### src/verilog/dcd_cfg.svh
/*
 * register offsets, field positions, reset values and timing counts
 * of the converter clock loop controller; included by its bare name
 */
`ifndef DCD_CFG_SVH
`define DCD_CFG_SVH
`define DCD_ADDR_W 12
`define DCD_OFF_PD 12'h090
`define DCD_OFF_CTRL 12'h091
`define DCD_OFF_STATUS 12'h092
`define DCD_OFF_GUARD 12'h093
`define DCD_OFF_COARSE 12'h094
`define DCD_OFF_FINE 12'h095
`define DCD_OFF_PHASE 12'h096
`define DCD_OFF_BW 12'h097
`define DCD_OFF_READ 12'h098
`define DCD_OFF_COARSE_RB 12'h099
`define DCD_OFF_FINE_RB 12'h09a
`define DCD_OFF_PHASE_RB 12'h09b
`define DCD_CTRL_TRACK_ERR 7
`define DCD_CTRL_SEARCH_ERR 6
`define DCD_CTRL_SLOPE 5
`define DCD_CTRL_ENABLE 0
`define DCD_ST_FAIL 2
`define DCD_ST_LOST 1
`define DCD_ST_LOCKED 0
`define DCD_RST_PD 1'h1
`define DCD_RST_CTRL 8'he0
`define DCD_RST_DIR 2'h2
`define DCD_RST_COARSE 6'h00
`define DCD_RST_FINE 8'h80
`define DCD_RST_PHASE 5'h08
`define DCD_RST_BW 5'h00
`define DCD_MODE_SRCH_TRK 2'h0
`define DCD_MODE_TRACK 2'h1
`define DCD_MODE_SEARCH 2'h2
`define DCD_DIR_DOWN 2'h0
`define DCD_DIR_UP 2'h1
`define DCD_DIR_BOTH 2'h2
`define DCD_COARSE_MAX 6'h3f
`define DCD_FINE_MAX 8'hff
`define DCD_SETTLE_BASE 10'h004
`endif

### src/verilog/dcd_pkg.sv
/*
 * types of the converter clock loop controller
 * assumes dcd_cfg.svh supplies the numeric constants
 */
package dcd_pkg;
	typedef enum logic [2:0] {ST_OFF, ST_STATIC, ST_SEARCH, ST_TRACK, ST_HOLD, ST_FAILED} dcd_state_t;
endpackage

### src/verilog/dcd_ctrl.sv
/*
 * converter clock delay-locked loop controller: registers, search and track
 * assumes a phase detector result arriving asynchronously on phase_meas
 */
`timescale 1ns/1ps
`include "dcd_cfg.svh"
module dcd_ctrl (
	input wire logic clk,
	input wire logic reset,
	input wire logic [11:0] reg_addr,
	input wire logic reg_wr,
	input wire logic [7:0] reg_wdata,
	input wire logic reg_rd,
	output logic [7:0] reg_rdata,
	input wire logic [4:0] phase_meas,
	output logic loop_power_down,
	output logic dig_clk_power_down,
	output logic [5:0] coarse_delay,
	output logic [7:0] fine_delay,
	output logic locked_flag,
	output logic lost_flag,
	output logic fail_flag
);
	logic pd_r, pd_nxt;
	logic [7:0] ctrl_r, ctrl_nxt;
	logic [3:0] guard_r, guard_nxt;
	logic [5:0] coarse_sp_r, coarse_sp_nxt;
	logic [7:0] fine_sp_r, fine_sp_nxt;
	logic [4:0] target_phase_r, target_phase_nxt;
	logic [4:0] bw_r, bw_nxt;
	logic rd_req_r, rd_req_nxt;
	logic rd_prev_r;
	logic [5:0] rb_coarse_r, rb_coarse_nxt;
	logic [7:0] rb_fine_r, rb_fine_nxt;
	logic [4:0] phase_readback_r, phase_readback_nxt;
	logic [7:0] rdata_r, rdata_nxt;
	logic [4:0] meas_m_r, meas_s_r;
	dcd_pkg::dcd_state_t state_r, state_nxt;
	logic [5:0] coarse_r, coarse_nxt;
	logic [7:0] fine_r, fine_nxt;
	logic [9:0] wait_r, wait_nxt;
	logic dir_up_r, dir_up_nxt;
	logic flipped_r, flipped_nxt;
	logic locked_r, locked_nxt;
	logic lost_r, lost_nxt;
	logic fail_r, fail_nxt;
	logic [5:0] err, err_abs;
	logic in_win, tick, capture, wr_any, set_lost;
	logic [1:0] mode, dir;
	logic [7:0] step;

	assign wr_any = reg_wr;
	assign mode = ctrl_r[2:1];
	assign dir = ctrl_r[4:3];
	// signed distance to the target, sense set by slope
	assign err = ctrl_r[`DCD_CTRL_SLOPE] ? ({1'b0, meas_s_r} - {1'b0, target_phase_r})
		: ({1'b0, target_phase_r} - {1'b0, meas_s_r});
	assign err_abs = err[5] ? 6'(-err) : err;
	assign in_win = err_abs <= {2'h0, guard_r};
	assign tick = wait_r == 10'h000;
	assign capture = rd_req_r & ~rd_prev_r;
	assign step = 8'h01 << bw_r[1:0];

	// register file writes and reads
	always_comb
	begin
		pd_nxt = pd_r;
		ctrl_nxt = ctrl_r;
		guard_nxt = guard_r;
		coarse_sp_nxt = coarse_sp_r;
		fine_sp_nxt = fine_sp_r;
		target_phase_nxt = target_phase_r;
		bw_nxt = bw_r;
		rd_req_nxt = rd_req_r;
		rdata_nxt = rdata_r;
		if (wr_any)
		begin
			case (reg_addr)
				`DCD_OFF_PD: pd_nxt = reg_wdata[0];
				`DCD_OFF_CTRL: ctrl_nxt = reg_wdata;
				`DCD_OFF_GUARD: guard_nxt = reg_wdata[3:0];
				`DCD_OFF_COARSE: coarse_sp_nxt = reg_wdata[5:0];
				`DCD_OFF_FINE: fine_sp_nxt = reg_wdata;
				`DCD_OFF_PHASE: target_phase_nxt = reg_wdata[4:0];
				`DCD_OFF_BW: bw_nxt = reg_wdata[4:0];
				`DCD_OFF_READ: rd_req_nxt = reg_wdata[0];
				default: rd_req_nxt = rd_req_r;
			endcase
		end
		if (reg_rd)
		begin
			case (reg_addr)
				`DCD_OFF_PD: rdata_nxt = {7'h00, pd_r};
				`DCD_OFF_CTRL: rdata_nxt = ctrl_r;
				`DCD_OFF_STATUS: rdata_nxt = {5'h00, fail_r, lost_r, locked_r};
				`DCD_OFF_GUARD: rdata_nxt = {4'h0, guard_r};
				`DCD_OFF_COARSE: rdata_nxt = {2'h0, coarse_sp_r};
				`DCD_OFF_FINE: rdata_nxt = fine_sp_r;
				`DCD_OFF_PHASE: rdata_nxt = {3'h0, target_phase_r};
				`DCD_OFF_BW: rdata_nxt = {3'h0, bw_r};
				`DCD_OFF_READ: rdata_nxt = {7'h00, rd_req_r};
				`DCD_OFF_COARSE_RB: rdata_nxt = {2'h0, rb_coarse_r};
				`DCD_OFF_FINE_RB: rdata_nxt = rb_fine_r;
				`DCD_OFF_PHASE_RB: rdata_nxt = {3'h0, phase_readback_r};
				default: rdata_nxt = 8'h00;
			endcase
		end
	end

	// snapshot of delays and measured phase
	always_comb
	begin
		rb_coarse_nxt = rb_coarse_r;
		rb_fine_nxt = rb_fine_r;
		phase_readback_nxt = phase_readback_r;
		if (capture)
		begin
			rb_coarse_nxt = coarse_r;
			rb_fine_nxt = fine_r;
			phase_readback_nxt = meas_s_r;
		end
	end

	// loop controller
	always_comb
	begin
		state_nxt = state_r;
		coarse_nxt = coarse_r;
		fine_nxt = fine_r;
		wait_nxt = tick ? (`DCD_SETTLE_BASE << bw_r[4:2]) : 10'(wait_r - 10'h001);
		dir_up_nxt = dir_up_r;
		flipped_nxt = flipped_r;
		locked_nxt = locked_r;
		set_lost = 1'b0;
		fail_nxt = fail_r;
		if (pd_r)
		begin
			state_nxt = dcd_pkg::ST_OFF;
			locked_nxt = 1'b0;
			fail_nxt = 1'b0;
		end
		else if (!ctrl_r[`DCD_CTRL_ENABLE])
		begin
			state_nxt = dcd_pkg::ST_STATIC;
			coarse_nxt = coarse_sp_r;
			fine_nxt = fine_sp_r;
			locked_nxt = 1'b0;
			fail_nxt = 1'b0;
		end
		else
		begin
			case (state_r)
				dcd_pkg::ST_OFF, dcd_pkg::ST_STATIC:
				begin
					coarse_nxt = coarse_sp_r;
					fine_nxt = fine_sp_r;
					dir_up_nxt = dir != `DCD_DIR_DOWN;
					flipped_nxt = 1'b0;
					state_nxt = (mode == `DCD_MODE_TRACK) ? dcd_pkg::ST_TRACK : dcd_pkg::ST_SEARCH;
				end
				dcd_pkg::ST_SEARCH:
				begin
					if (tick && in_win)
					begin
						locked_nxt = 1'b1;
						state_nxt = (mode == `DCD_MODE_SEARCH) ? dcd_pkg::ST_HOLD : dcd_pkg::ST_TRACK;
					end
					else if (tick)
					begin
						if (dir_up_r ? coarse_r != `DCD_COARSE_MAX : coarse_r != 6'h00)
							coarse_nxt = dir_up_r ? 6'(coarse_r + 6'h01) : 6'(coarse_r - 6'h01);
						else if (dir == `DCD_DIR_BOTH && !flipped_r)
						begin
							coarse_nxt = coarse_sp_r;
							dir_up_nxt = 1'b0;
							flipped_nxt = 1'b1;
						end
						else
						begin
							fail_nxt = 1'b1;
							coarse_nxt = coarse_sp_r;
							dir_up_nxt = dir != `DCD_DIR_DOWN;
							flipped_nxt = 1'b0;
							if (!ctrl_r[`DCD_CTRL_SEARCH_ERR])
								state_nxt = dcd_pkg::ST_FAILED;
						end
					end
				end
				dcd_pkg::ST_TRACK:
				begin
					if (tick && in_win)
						locked_nxt = 1'b1;
					else if (tick)
					begin
						if (locked_r)
							set_lost = 1'b1;
						locked_nxt = 1'b0;
						if (err[5])
							fine_nxt = (fine_r >= step) ? 8'(fine_r - step) : 8'h00;
						else
							fine_nxt = (fine_r <= 8'(`DCD_FINE_MAX - step)) ? 8'(fine_r + step) : `DCD_FINE_MAX;
						if (locked_r && ctrl_r[`DCD_CTRL_TRACK_ERR] && mode != `DCD_MODE_TRACK)
						begin
							state_nxt = dcd_pkg::ST_SEARCH;
							coarse_nxt = coarse_sp_r;
							fine_nxt = fine_sp_r;
							dir_up_nxt = dir != `DCD_DIR_DOWN;
							flipped_nxt = 1'b0;
						end
					end
				end
				dcd_pkg::ST_HOLD, dcd_pkg::ST_FAILED: state_nxt = state_r;
				default: state_nxt = dcd_pkg::ST_OFF;
			endcase
		end
		// set wins over a software clear
		lost_nxt = set_lost | (lost_r & ~(reg_wr && reg_addr == `DCD_OFF_STATUS && !reg_wdata[`DCD_ST_LOST]));
	end

	always_ff @(posedge clk)
	begin
		if (reset)
		begin
			pd_r <= `DCD_RST_PD;
			ctrl_r <= `DCD_RST_CTRL | {3'h0, `DCD_RST_DIR, 3'h0};
			guard_r <= 4'h0;
			coarse_sp_r <= `DCD_RST_COARSE;
			fine_sp_r <= `DCD_RST_FINE;
			target_phase_r <= `DCD_RST_PHASE;
			bw_r <= `DCD_RST_BW;
			rd_req_r <= 1'b0;
			rd_prev_r <= 1'b0;
			rb_coarse_r <= 6'h00;
			rb_fine_r <= 8'h00;
			phase_readback_r <= 5'h00;
			rdata_r <= 8'h00;
			meas_m_r <= 5'h00;
			meas_s_r <= 5'h00;
			state_r <= dcd_pkg::ST_OFF;
			coarse_r <= `DCD_RST_COARSE;
			fine_r <= `DCD_RST_FINE;
			wait_r <= `DCD_SETTLE_BASE;
			dir_up_r <= 1'b0;
			flipped_r <= 1'b0;
			locked_r <= 1'b0;
			lost_r <= 1'b0;
			fail_r <= 1'b0;
		end
		else
		begin
			pd_r <= pd_nxt;
			ctrl_r <= ctrl_nxt;
			guard_r <= guard_nxt;
			coarse_sp_r <= coarse_sp_nxt;
			fine_sp_r <= fine_sp_nxt;
			target_phase_r <= target_phase_nxt;
			bw_r <= bw_nxt;
			rd_req_r <= rd_req_nxt;
			rd_prev_r <= rd_req_r;
			rb_coarse_r <= rb_coarse_nxt;
			rb_fine_r <= rb_fine_nxt;
			phase_readback_r <= phase_readback_nxt;
			rdata_r <= rdata_nxt;
			meas_m_r <= phase_meas;
			meas_s_r <= meas_m_r;
			state_r <= state_nxt;
			coarse_r <= coarse_nxt;
			fine_r <= fine_nxt;
			wait_r <= wait_nxt;
			dir_up_r <= dir_up_nxt;
			flipped_r <= flipped_nxt;
			locked_r <= locked_nxt;
			lost_r <= lost_nxt;
			fail_r <= fail_nxt;
		end
	end

	assign reg_rdata = rdata_r;
	assign loop_power_down = pd_r;
	assign dig_clk_power_down = pd_r;
	assign coarse_delay = coarse_r;
	assign fine_delay = fine_r;
	assign locked_flag = locked_r;
	assign lost_flag = lost_r;
	assign fail_flag = fail_r;
endmodule // dcd_ctrl

### config.mk
export PLATFORM = sky130hd
export DESIGN_NAME = dcd_ctrl
export DESIGN_NICKNAME = d
export VERILOG_FILES = /design/src/verilog/dcd_pkg.sv /design/src/verilog/dcd_ctrl.sv
export VERILOG_INCLUDE_DIRS = /design/src /design/src/verilog
export SDC_FILE = /design/constraint.sdc
export NUM_CORES = 1
export LEC_CHECK = 0
export ABC_AREA = 1
export BUFFER_PORTS_ARGS = -buffer_cell sky130_fd_sc_hd__buf_2
export CAP_MARGIN = 10
export CORE_ASPECT_RATIO = 1.75
export CORE_MARGIN = 3
export CORE_UTILIZATION = 38
export CTS_CLUSTER_SIZE = 40
export DETAILED_ROUTE_END_ITERATION = 8
export SLEW_MARGIN = 10
export SYNTH_ARGS = -nofsm -noshare
export SYNTH_HDL_FRONTEND = slang
export SYNTH_SLANG_ARGS = --single-unit
### constraint.sdc
create_clock -name clk -period 3.3 [get_ports clk]
set_input_delay 0.33 -clock clk [delete_from_list [all_inputs] [get_ports clk]]
set_output_delay 0.33 -clock clk [all_outputs]
set_load 0.1 [all_outputs]
==> results of run 1 <==
[worst min-delay path, cell delays in order]
cell    delay [ns]
buf_2         0.07
inv_1         0.03
nor2_1        0.06
[state kept, by name (all words and copies together) (netlist names), 3 cells and up]
signal,flops
wait_r,10
ctrl_r,8
fine_delay,8
fine_sp_r,8
rb_fine_r,8
reg_rdata,8
coarse_delay,6
coarse_sp_r,6
rb_coarse_r,6
bw_r,5
meas_m_r,5
meas_s_r,5
phase_readback_r,5
target_phase_r,5
guard_r,4
state_r,3
[routing by layer]
layer | wire (um) | part of all wire, %
met5 | 0 | 0
met4 | 1010 | 5.1
met3 | 615 | 3.1
met2 | 10600 | 53
met1 | 7680 | 39
[repair_timing]
| action | CTS | global route |
|---|---|---|
| hold endpoints to repair | 0 | 0 |
| resized for setup | 0 | 46 |
| hold buffers | 0 | 0 |
| setup endpoints to repair | 0 | 22 |
| setup buffers | 0 | 3 |
[final cells by class]
cell class,instances,area [um2],share of cell area [%]
multi-input combinational,647,3680,49.8
tap,220,275,3.72
inverter,150,571,7.71
clock inverter,7,70.1,0.947
clock buffer,9,225,3.05
timing repair inverter,1,6.26,0.0846
timing repair buffer,71,399,5.40
sequential,108,2170,29.3
[per-stage QoR]
step | area, um2 | std cells | hold slack [ns]
global route | 7400 | 1213 | 0.179
finish | 7400 | 1213 | 0.176
detailed placement | 6900 | 1192 | 0.399
floorplan | 6340 | 926 | 0.388
CTS | 7200 | 1208 | 0.170
global placement | 6900 | 1192 | 0.393
[cell families (layout without fill, tap and decap cells)]
group,count (synthesis),count (layout),synth area share [%]
buffers and inverters,172,238,10.4
AO/OA/AOI/OAI,223,223,19.8
XOR/XNOR,16,16,2.21
flip-flops,108,108,34.1
adder cells (fa/ha/maj),36,36,7.69
AND/OR/NAND/NOR,370,371,25.6
multiplexers,1,1,0.178
[layout by cell type (no fill, tap or decap), drive strengths merged, types with 2 or more instances in the layout]
cell,Yosys,layout
a21o,2,2
a21oi,94,94
a221oi,6,6
a31oi,2,2
buf,8,71
clkbuf,14,9
clkinv,2,5
dfxtp,108,108
fa,5,5
ha,31,31
inv,148,152
nand2,162,162
nand3,50,51
nand3b,2,2
nand4,15,15
nor2,125,125
nor3,7,7
nor4,4,4
o211ai,10,10
o21ai,73,73
o221ai,4,4
o22ai,17,17
o311ai,3,3
o31ai,5,5
or2,4,4
xnor2,4,4
xor2,12,12
[worst paths after layout]
| kind | endpoint | cells past startpoint | startpoint | slack (ns) |
|---|---|---|---|---|
| setup / recovery | fine_delay[0] | 20 | meas_s_r[0] | 0.11 |
| setup reg to reg | fine_delay[0] | 20 | meas_s_r[0] | 0.11 |
| hold reg to reg | meas_s_r[3] | 2 | meas_m_r[3] | 0.41 |
| hold / removal | meas_m_r[4] | 3 | phase_meas[4] | 0.18 |
[power breakdown]
group | leakage (nW) | internal [W] | switching, W | total, W
Combinational | 2.18 | 0.000162 | 0.000295 | 0.000458
Sequential | 0.875 | 0.00135 | 0.0000432 | 0.00140
Clock | 0.141 | 0.000533 | 0.000536 | 0.00107
==> qor.csv, run 1 <==
metric,value,unit
DR DRC count,0,
DRC marker count from the first detailed-route iteration,337,
DR pass1 iterations,5,
routing usage on met3,2.26,%
"Remaining Overflow, GRT",0,
"area leader, netlist",dfxtp_1,
Via density,5.20,
vias in the first global route,6088,
initial antenna violation count,0,
Final Setup Violations,0,
Layout Nets,1053,
Core Area,0.0161,mm2
Min-Delay Path Class,in -> reg,
WS Path Type,reg -> reg,
Final WS setup,0.114,ns
Setup TNS Final,0,ns
largest net degree at the start of global routing,38,
status,"finished, final reports clean",
Post-DRT Antenna Nets,0,
"Area growth, synth to finish",16.6,%
synth cell count leaders,"nand2_1, inv_1, nor2_1, dfxtp_1, a21oi_1",
Yosys cell types,52,
max-capacitance violation count,0,
Die Wd,104,um
Worst setup SP type,flop,
PD cells,395,mW/mm2
diode count,0,
CTS clock-pin slew for the worst setup and hold paths,0.08,ns
Post-Syn Area,0.00634,mm2
area share of the largest cell type after synthesis,34.1,%
Gate Count Post-Synth,926,
share of layout cells above drive strength 1,14.3,%
VDD IR max,0.231,mV
crit-path max FO,8,
fillcell total,1666,
Final Wtd Congestion,1.02,
final core area utilization,45.9,%
worst slew pin tran,0.647,ns
die height,177,um
syn nets,991,
async set or reset register ratio after synthesis,0,%
Pleak,3.19,nW
Seq cells post-synth,108,
Initial Util,39.4,%
clk sinks,108,
power after layout,0.00292,W
CP max-delay cell,fa_1,
met1 Use GR,23.0,%
CTS Root Cell,clkbuf_16,
I/O pin count,56,
Fin Clk Skew,0.0151,ns
Post-synth EDFFs,0,
WP data arrival,3.46,ns
Yosys warning count,0,
Crit. End Element,flop,
final wirelength,19.9,mm
f_max,0.314,GHz
Place WS,0.0524,ns
number of buffers and inverters on the critical path,4,
Final Hold Fails,0,
slew margin rel.,56.8,%
port bufs,55,
total track usage,21.6,%
Rows,61,
"delay-heaviest family, CP",adder cells,
Die Footprint,0.0183,mm2
Final Max Slew Viols,0,
detailed placement HPWL,15.6,mm
CTS HTree Levels,3,
GR Util met2,41.9,%
clock buffer depth,2,
most frequent cell after synthesis,nand2_1,
worst skew pair latency,0.36,ns
slowest cell delay on critical path,0.53,ns
crit path time final,3.19,ns
Synth area leaders,"dfxtp_1, nand2_1, inv_1",
RSZ-0062 raised after global routing,true,
CP required,3.58,ns
CP cell instances,inv_2 > ha_4 > fa_1 > nand2_1 > a21boi_2 > inv_2 > ha_4 > nor2_2 > xor2_1 > ha_1 > nand2_1 > inv_1 > nand3_1 > or2_4 > nand3_4 > nand3_4 > nand2_8 > buf_6 > nand2_4 > a21oi_2,
mean post-synth cell area,6.85,um2
sequential element share of the synthesized area,34.1,%
GRT Max-Usage Layer,met2,
TritonCTS clock tree,done,
Main synth FF type,dfxtp_1,
Routed WL per cell,16.4,um
Tcrit/Tclk final,96.5,%
CTS Buf Count,9,
first-pass GRT wire length,31.3,mm
detailed-route via count,6306,
Note: power is estimated with default switching activity, not from simulation.
==> run 2: changes to the inputs <==
- clock period: 3.3 -> 3.5 ns (I/O delays scaled with it)
==> run 2 against run 1 <==
  * Sequential power down 6%
  * Largest cell class unchanged
  * Maximum frequency down 1.9%
  * Wire length down 1.1%
  * Critical path depth up 1
  * Cell count down 0.82%
==> qor.csv, run 2 (same netlist as run 1, synthesis figures left out) <==
metric,value,unit,change
vias in the first global route,6081,,was 6088
Final Hold Fails,0,,unchanged
crit path time final,3.25,ns,was 3.19 ns
Setup TNS Final,0,ns,unchanged
DP Cell Count,1187,,was 1192
Fin Clk Skew,0.00713,ns,was 0.0151 ns
GRT Max-Usage Layer,met2,,unchanged
worst slew pin tran,0.828,ns,was 0.647 ns
Crit. End Element,flop,,unchanged
share of layout cells above drive strength 1,10.7,%,was 14.3%
RR Startpoint,meas_s_r[0],,unchanged
Core Area,0.0161,mm2,unchanged
GR Util met2,40.7,%,was 41.9%
CTS clock-pin slew for the worst setup and hold paths,0.07,ns,was 0.08 ns
clk sinks,108,,unchanged
"Gates resized, CTS repair",0,,unchanged
Routed WL per cell,16.4,um,about the same
R2R Path End,fine_delay[1],,was fine_delay[0]
status,"finished, final reports clean",,unchanged
Reg with most FFs,wait_r,,unchanged
Pleak,3.14,nW,was 3.19 nW
postcts setup bufs,0,,unchanged
max-capacitance violation count,0,,unchanged
PD cells,394,mW/mm2,was 395 mW/mm2
DRC marker count from the first detailed-route iteration,337,,unchanged
hold path endpoint,meas_m_r[4],,unchanged
power after layout,0.00284,W,was 0.00292 W
cts hold-fix bufs,0,,unchanged
most frequent cells in the layout,"nand2_1, inv_1, nor2_1",,unchanged
max reg flops,10,,unchanged
CTS HTree Levels,3,,unchanged
hold_ws,0.191,ns,was 0.176 ns
DR DRC count,0,,unchanged
crit-path max FO,10,,was 8
final wirelength,19.7,mm,was 19.9 mm
routing usage on met3,3.03,%,was 2.26%
initial antenna violation count,0,,unchanged
CTS Root Cell,clkbuf_16,,unchanged
CTS Buf Count,9,,unchanged
Worst setup SP type,flop,,unchanged
Rows,61,,unchanged
Die Footprint,0.0183,mm2,unchanged
detailed placement HPWL,15.6,mm,about the same
Worst R2R Path Depth,21,,was 20
Via density,5.15,,was 5.20
Initial Util,39.4,%,unchanged
met1 Use GR,22.8,%,was 23.0%
VDD IR max,0.255,mV,was 0.231 mV
Finished Layout Cells,1203,,was 1213
hold depth,3,,unchanged
DR pass1 iterations,5,,unchanged
TritonCTS clock tree,done,,unchanged
footprint of the multi-input gates,0.00353,mm2,was 0.00368 mm2
port bufs,55,,unchanged
detailed-route via count,6199,,was 6306
R2R setup slack,0.25,ns,was 0.11 ns
die height,177,um,unchanged
fillcell total,1737,,was 1666
clock buffer depth,2,,unchanged
WS Path Type,reg -> reg,,unchanged
Layout Nets,1043,,was 1053
Final Wtd Congestion,1.01,,was 1.02
WP data arrival,3.50,ns,was 3.46 ns
total track usage,21.7,%,was 21.6%
Final Setup Violations,0,,unchanged
Tcrit/Tclk final,92.8,%,was 96.5%
f_max,0.308,GHz,was 0.314 GHz
Post-DRT Antenna Nets,0,,unchanged
"Remaining Overflow, GRT",0,,unchanged
Die Wd,104,um,unchanged
worst skew pair latency,0.35,ns,was 0.36 ns
RSZ-0062 raised after global routing,false,,was true
Final Max Slew Viols,0,,unchanged
"Area growth, synth to finish",13.5,%,was 16.6%
"most common cell after layout, fill and taps aside",nand2_1,,unchanged
CP required,3.75,ns,was 3.58 ns
I/O pin count,56,,unchanged
first-pass GRT wire length,31.4,mm,was 31.3 mm
largest net degree at the start of global routing,63,,was 38
hold path start,phase_meas[4],,unchanged
Min-Delay Path Class,in -> reg,,unchanged
FF+latch area,0.00216,mm2,was 0.00217 mm2
diode count,0,,unchanged
slew margin rel.,44.7,%,was 56.8%
run 2: report_power, final:
group	switching [W]	internal, W
logic	0.000271	0.000147
registers	0.0000398	0.00128
clock network	0.000474	0.000631
run 2: critical path, stage by stage (launching register included):
cell      delay, ns
dfxtp_1        0.35
inv_1          0.08
ha_1           0.20
fa_1           0.43
nand2_1        0.07
a21boi_1       0.15
inv_1          0.09
ha_1           0.27
nand2_1        0.06
o21ai_0        0.08
ha_1           0.30
inv_1          0.04
o21bai_1       0.12
nand4_1        0.11
nand2_1        0.17
nand3_4        0.12
nand3_4        0.13
nand2_4        0.10
inv_4          0.12
nand2_1        0.06
nand2_1        0.06
nor2_1         0.05
run 2: stage by stage:
stage,worst slack (ns),instance area [um2],utilization (%)
after floorplan,0.463,6340,-
after global placement,0.313,6880,42.7
after detailed placement,0.245,6880,42.7
after CTS,0.238,7200,44.7
after global routing,0.0206,7200,44.7
final,0.253,7200,44.7
run 2: how the worst max path moves through the flow:
stage	depth (start not counted)	to	startpoint
after floorplan	24	fine_delay[1]	target_phase_r[2]
after global placement	21	fine_delay[1]	meas_s_r[0]
after detailed placement	21	fine_delay[1]	meas_s_r[0]
after CTS	21	fine_delay[1]	meas_s_r[0]
after global routing	21	fine_delay[1]	meas_s_r[0]
final	21	fine_delay[1]	meas_s_r[0]
run 2: cell type report:
cell class / instances / share of cell area [%]
clock inverters: 7 / 1.37
clock buffers: 9 / 3.13
flip-flops and latches: 108 / 30.0
well taps: 220 / 3.82
repair buffers: 63 / 4.83
multi-input cells: 646 / 49.0
inverters: 150 / 7.85
run 2: metal layers:
metal	vias up	routed length [um]
li1	3152	-
met1	2840	7670
met2	154	10200
met3	53	669
met4	0	1120
met5	-	0
==> run 3: changes to the inputs <==
- ABC_AREA: 1 -> default
==> run 3 against run 2 <==
  * The run now ends with setup timing left
  * Cell count is 14% lower
  * Sequential power is essentially flat
  * First-iteration DRC count grew 16%
  * Maximum frequency is 12% lower
  * Clock-buffer cell count stayed put
  * Die area shrank 3.3%
  * Flip-flop and latch count is the same
  * Critical path depth shrank 3
  * Synthesized cell count down 16%
  * Wire length down 4.3%
  * Clock skew up 0.0063 ns
  * Critical endpoint is now state_r[1]
  * Largest cell class unchanged
  * Highest routed layer unchanged
==> qor.csv, run 3 <==
metric,value,unit,change
hold_ws,0.202,ns,was 0.191 ns
hold path endpoint,meas_m_r[4],,unchanged
vias in the first global route,5723,,was 6081
Rows,60,,was 61
Initial Util,39.2,%,was 39.4%
GRT Max-Usage Layer,met2,,unchanged
fillcell total,1597,,was 1737
DP Cell Count,1013,,was 1187
f_max,0.271,GHz,was 0.308 GHz
failing checks,setup timing,,
detailed-route via count,5826,,was 6199
Final WS setup,-0.190,ns,was 0.253 ns
WP data arrival,3.93,ns,was 3.50 ns
Seq cells post-synth,108,,unchanged
detailed placement HPWL,14.4,mm,was 15.6 mm
Pint,0.00205,W,about the same
Final Hold Fails,0,,unchanged
initial antenna violation count,0,,unchanged
DR DRC count,0,,unchanged
post-placement cell area,0.00686,mm2,was 0.00688 mm2
"Remaining Overflow, GRT",0,,unchanged
RSZ-0062 raised after global routing,true,,was false
status,"complete, but fails checks",,"was finished, final reports clean"
Setup TNS Final,-2.36,ns,was 0 ns
port bufs,55,,unchanged
met1 Use GR,23.8,%,was 22.8%
Core Area,0.0156,mm2,was 0.0161 mm2
Final Wtd Congestion,0.897,,was 1.01
Die Wd,102,um,was 104 um
Sw Share,28.6,%,was 27.7%
Tcrit/Tclk final,105,%,was 92.8%
"area leader, netlist",dfxtp_1,,unchanged
most frequent cells in the layout,"nand2_1, dfxtp_1, a21oi_1",,"was nand2_1, inv_1, nor2_1"
R2R setup slack,-0.19,ns,was 0.25 ns
Yosys cell types,68,,was 52
power after layout,0.00288,W,was 0.00284 W
area share of the largest cell type after synthesis,35.3,%,was 34.1%
Worst R2R Path Depth,18,,was 21
sequential element share of the synthesized area,35.3,%,was 34.1%
routing usage on met3,2.49,%,was 3.03%
worst slew pin tran,0.945,ns,was 0.828 ns
Gate power share,15.5,%,was 14.7%
CTS HTree Levels,3,,unchanged
P_sw,0.000824,W,was 0.000786 W
hold depth,2,,was 3
Die Footprint,0.0177,mm2,was 0.0183 mm2
Routed WL per cell,18.2,um,was 16.4 um
crit-path max FO,7,,was 10
syn nets,840,,was 991
final wirelength,18.8,mm,was 19.7 mm
total track usage,21.7,%,about the same
worst skew pair latency,0.36,ns,was 0.35 ns
post-route cell area,0.00732,mm2,was 0.00720 mm2
clock buffer depth,2,,unchanged
Final Setup Violations,22,,was 0
PD cells,393,mW/mm2,was 394 mW/mm2
max-capacitance violation count,0,,unchanged
share of layout cells above drive strength 1,18.4,%,was 10.7%
Worst setup SP type,flop,,unchanged
hold path start,phase_meas[4],,unchanged
Critical Path Source,target_phase_r[0],,was meas_s_r[0]
R2R Path End,state_r[1],,was fine_delay[1]
I/O pin count,56,,unchanged
WS Path Type,reg -> reg,,unchanged
Crit. End Element,flop,,unchanged
crit path time final,3.69,ns,was 3.25 ns
TritonCTS clock tree,done,,unchanged
Yosys warning count,0,,unchanged
CTS clock-pin slew for the worst setup and hold paths,0.08,ns,was 0.07 ns
cts hold-fix bufs,0,,unchanged
clk sinks,108,,unchanged
Via density,5.65,,was 5.15
Finished Layout Cells,1032,,was 1203
CTS Buf Count,9,,unchanged
Final Max Slew Viols,0,,unchanged
mean post-synth cell area,7.90,um2,was 6.85 um2
Synth area leaders,"dfxtp_1, a21oi_1, nand2_1",,"was dfxtp_1, nand2_1, inv_1"
Main synth FF type,dfxtp_1,,unchanged
slew margin rel.,37.0,%,was 44.7%
CTS Root Cell,clkbuf_16,,unchanged
max reg flops,10,,unchanged
GR Util met2,41.1,%,was 40.7%
die height,174,um,was 177 um
Layout Nets,906,,was 1043
"most common cell after layout, fill and taps aside",nand2_1,,unchanged
DRC marker count from the first detailed-route iteration,392,,was 337
DR pass1 iterations,6,,was 5
largest net degree at the start of global routing,87,,was 63
CP required,3.74,ns,was 3.75 ns
async set or reset register ratio after synthesis,0,%,unchanged
Post-DRT Antenna Nets,0,,unchanged
diode count,0,,unchanged
"Area growth, synth to finish",19.5,%,was 13.5%
first-pass GRT wire length,30.3,mm,was 31.4 mm
Reg with most FFs,wait_r,,unchanged
Fin Clk Skew,0.0134,ns,was 0.00713 ns
Clk network pwr share,38.3,%,was 38.9%
Post-Syn Area,0.00613,mm2,was 0.00634 mm2
Pleak,2.78,nW,was 3.14 nW
VDD IR max,0.298,mV,was 0.255 mV
Post-synth EDFFs,0,,unchanged
Sequential Power Share,46.2,%,was 46.3%
RR Startpoint,target_phase_r[0],,was meas_s_r[0]
Min-Delay Path Class,in -> reg,,unchanged
synth cell count leaders,"nand2_1, dfxtp_1, a21oi_1, nor2_1",,"was nand2_1, inv_1, nor2_1, dfxtp_1, a21oi_1"
most frequent cell after synthesis,nand2_1,,unchanged
Gate Count Post-Synth,775,,was 926
run 3: cell type report:
type                       instances  area (um2)  area share [%]
clock buffer                       9         225            3.08
clock inverter                     7         103            1.40
inverter                          39         149            2.03
multi-input combinational        586        3830            52.3
sequential                       108        2170            29.6
tap                              186         233            3.18
timing repair buffer              97         613            8.37
run 3: power by group through the flow:
stage | combinational [W] | sequential [W] | clock [W]
2_1_floorplan | 0.000304 | 0.00134 | 0
3_3_place_gp | 0.000421 | 0.00136 | 0
3_5_place_dp | 0.000423 | 0.00136 | 0
4_1_cts | 0.000436 | 0.00133 | 0.00112
5_1_grt | 0.000495 | 0.00134 | 0.00117
6_report | 0.000445 | 0.00133 | 0.00110
run 3: routing by layer:
metal | up-vias | part of all wire (%)
li1 | 2888 | -
met1 | 2775 | 38
met2 | 131 | 56
met3 | 32 | 3.0
met4 | 0 | 3.5
met5 | - | 0
run 3: kinds of logic after synthesis:
kind of cell	count (synthesis)	share of synthesized area, %
and+or+nand+nor	313	24.7
xor gates and xnor gates	16	2.29
AOI/OAI and AO/OA	208	22.3
muxes	13	2.23
buffers and inverters	81	5.17
adders and majority gates	36	7.97
DFF	108	35.3
run 3: stage by stage:
step | worst slack, ns | utilization (%)
2_1_floorplan | -0.121 | -
3_3_place_gp | -0.245 | 43.9
3_5_place_dp | -0.316 | 43.9
4_1_cts | -0.223 | 46.3
5_1_grt | -0.380 | 46.9
6_report | -0.190 | 46.9
run 3: worst max-delay path: stages (launching register included):
cell      delay (ns)
dfxtp_4         0.38
inv_4           0.04
ha_4            0.15
fa_1            0.43
mux2_4          0.31
ha_4            0.22
nand2_2         0.06
o21ai_2         0.06
ha_1            0.30
nor2b_1         0.13
o21a_1          0.16
o21ai_1         0.11
nand2b_1        0.07
a22oi_2         0.23
o311ai_4        0.17
buf_6           0.19
mux2i_4         0.19
nor4_4          0.28
o32ai_1         0.11
run 3: repair_timing:
action,in CTS,in global routing
pin swaps,13,15
endpoints found under the setup margin,22,22
buffers inserted,2,2
gates resized for setup,3,20
run 3: worst max-delay path by stage:
stage                            endpoint  slack, ns  cells after the start
final                          state_r[1]      -0.19                     18
after global routing           state_r[1]      -0.38                     18
after CTS                      state_r[1]      -0.22                     19
after detailed placement       state_r[1]      -0.32                     18
after global placement         state_r[1]      -0.24                     18
after floorplan           coarse_delay[1]      -0.12                     17
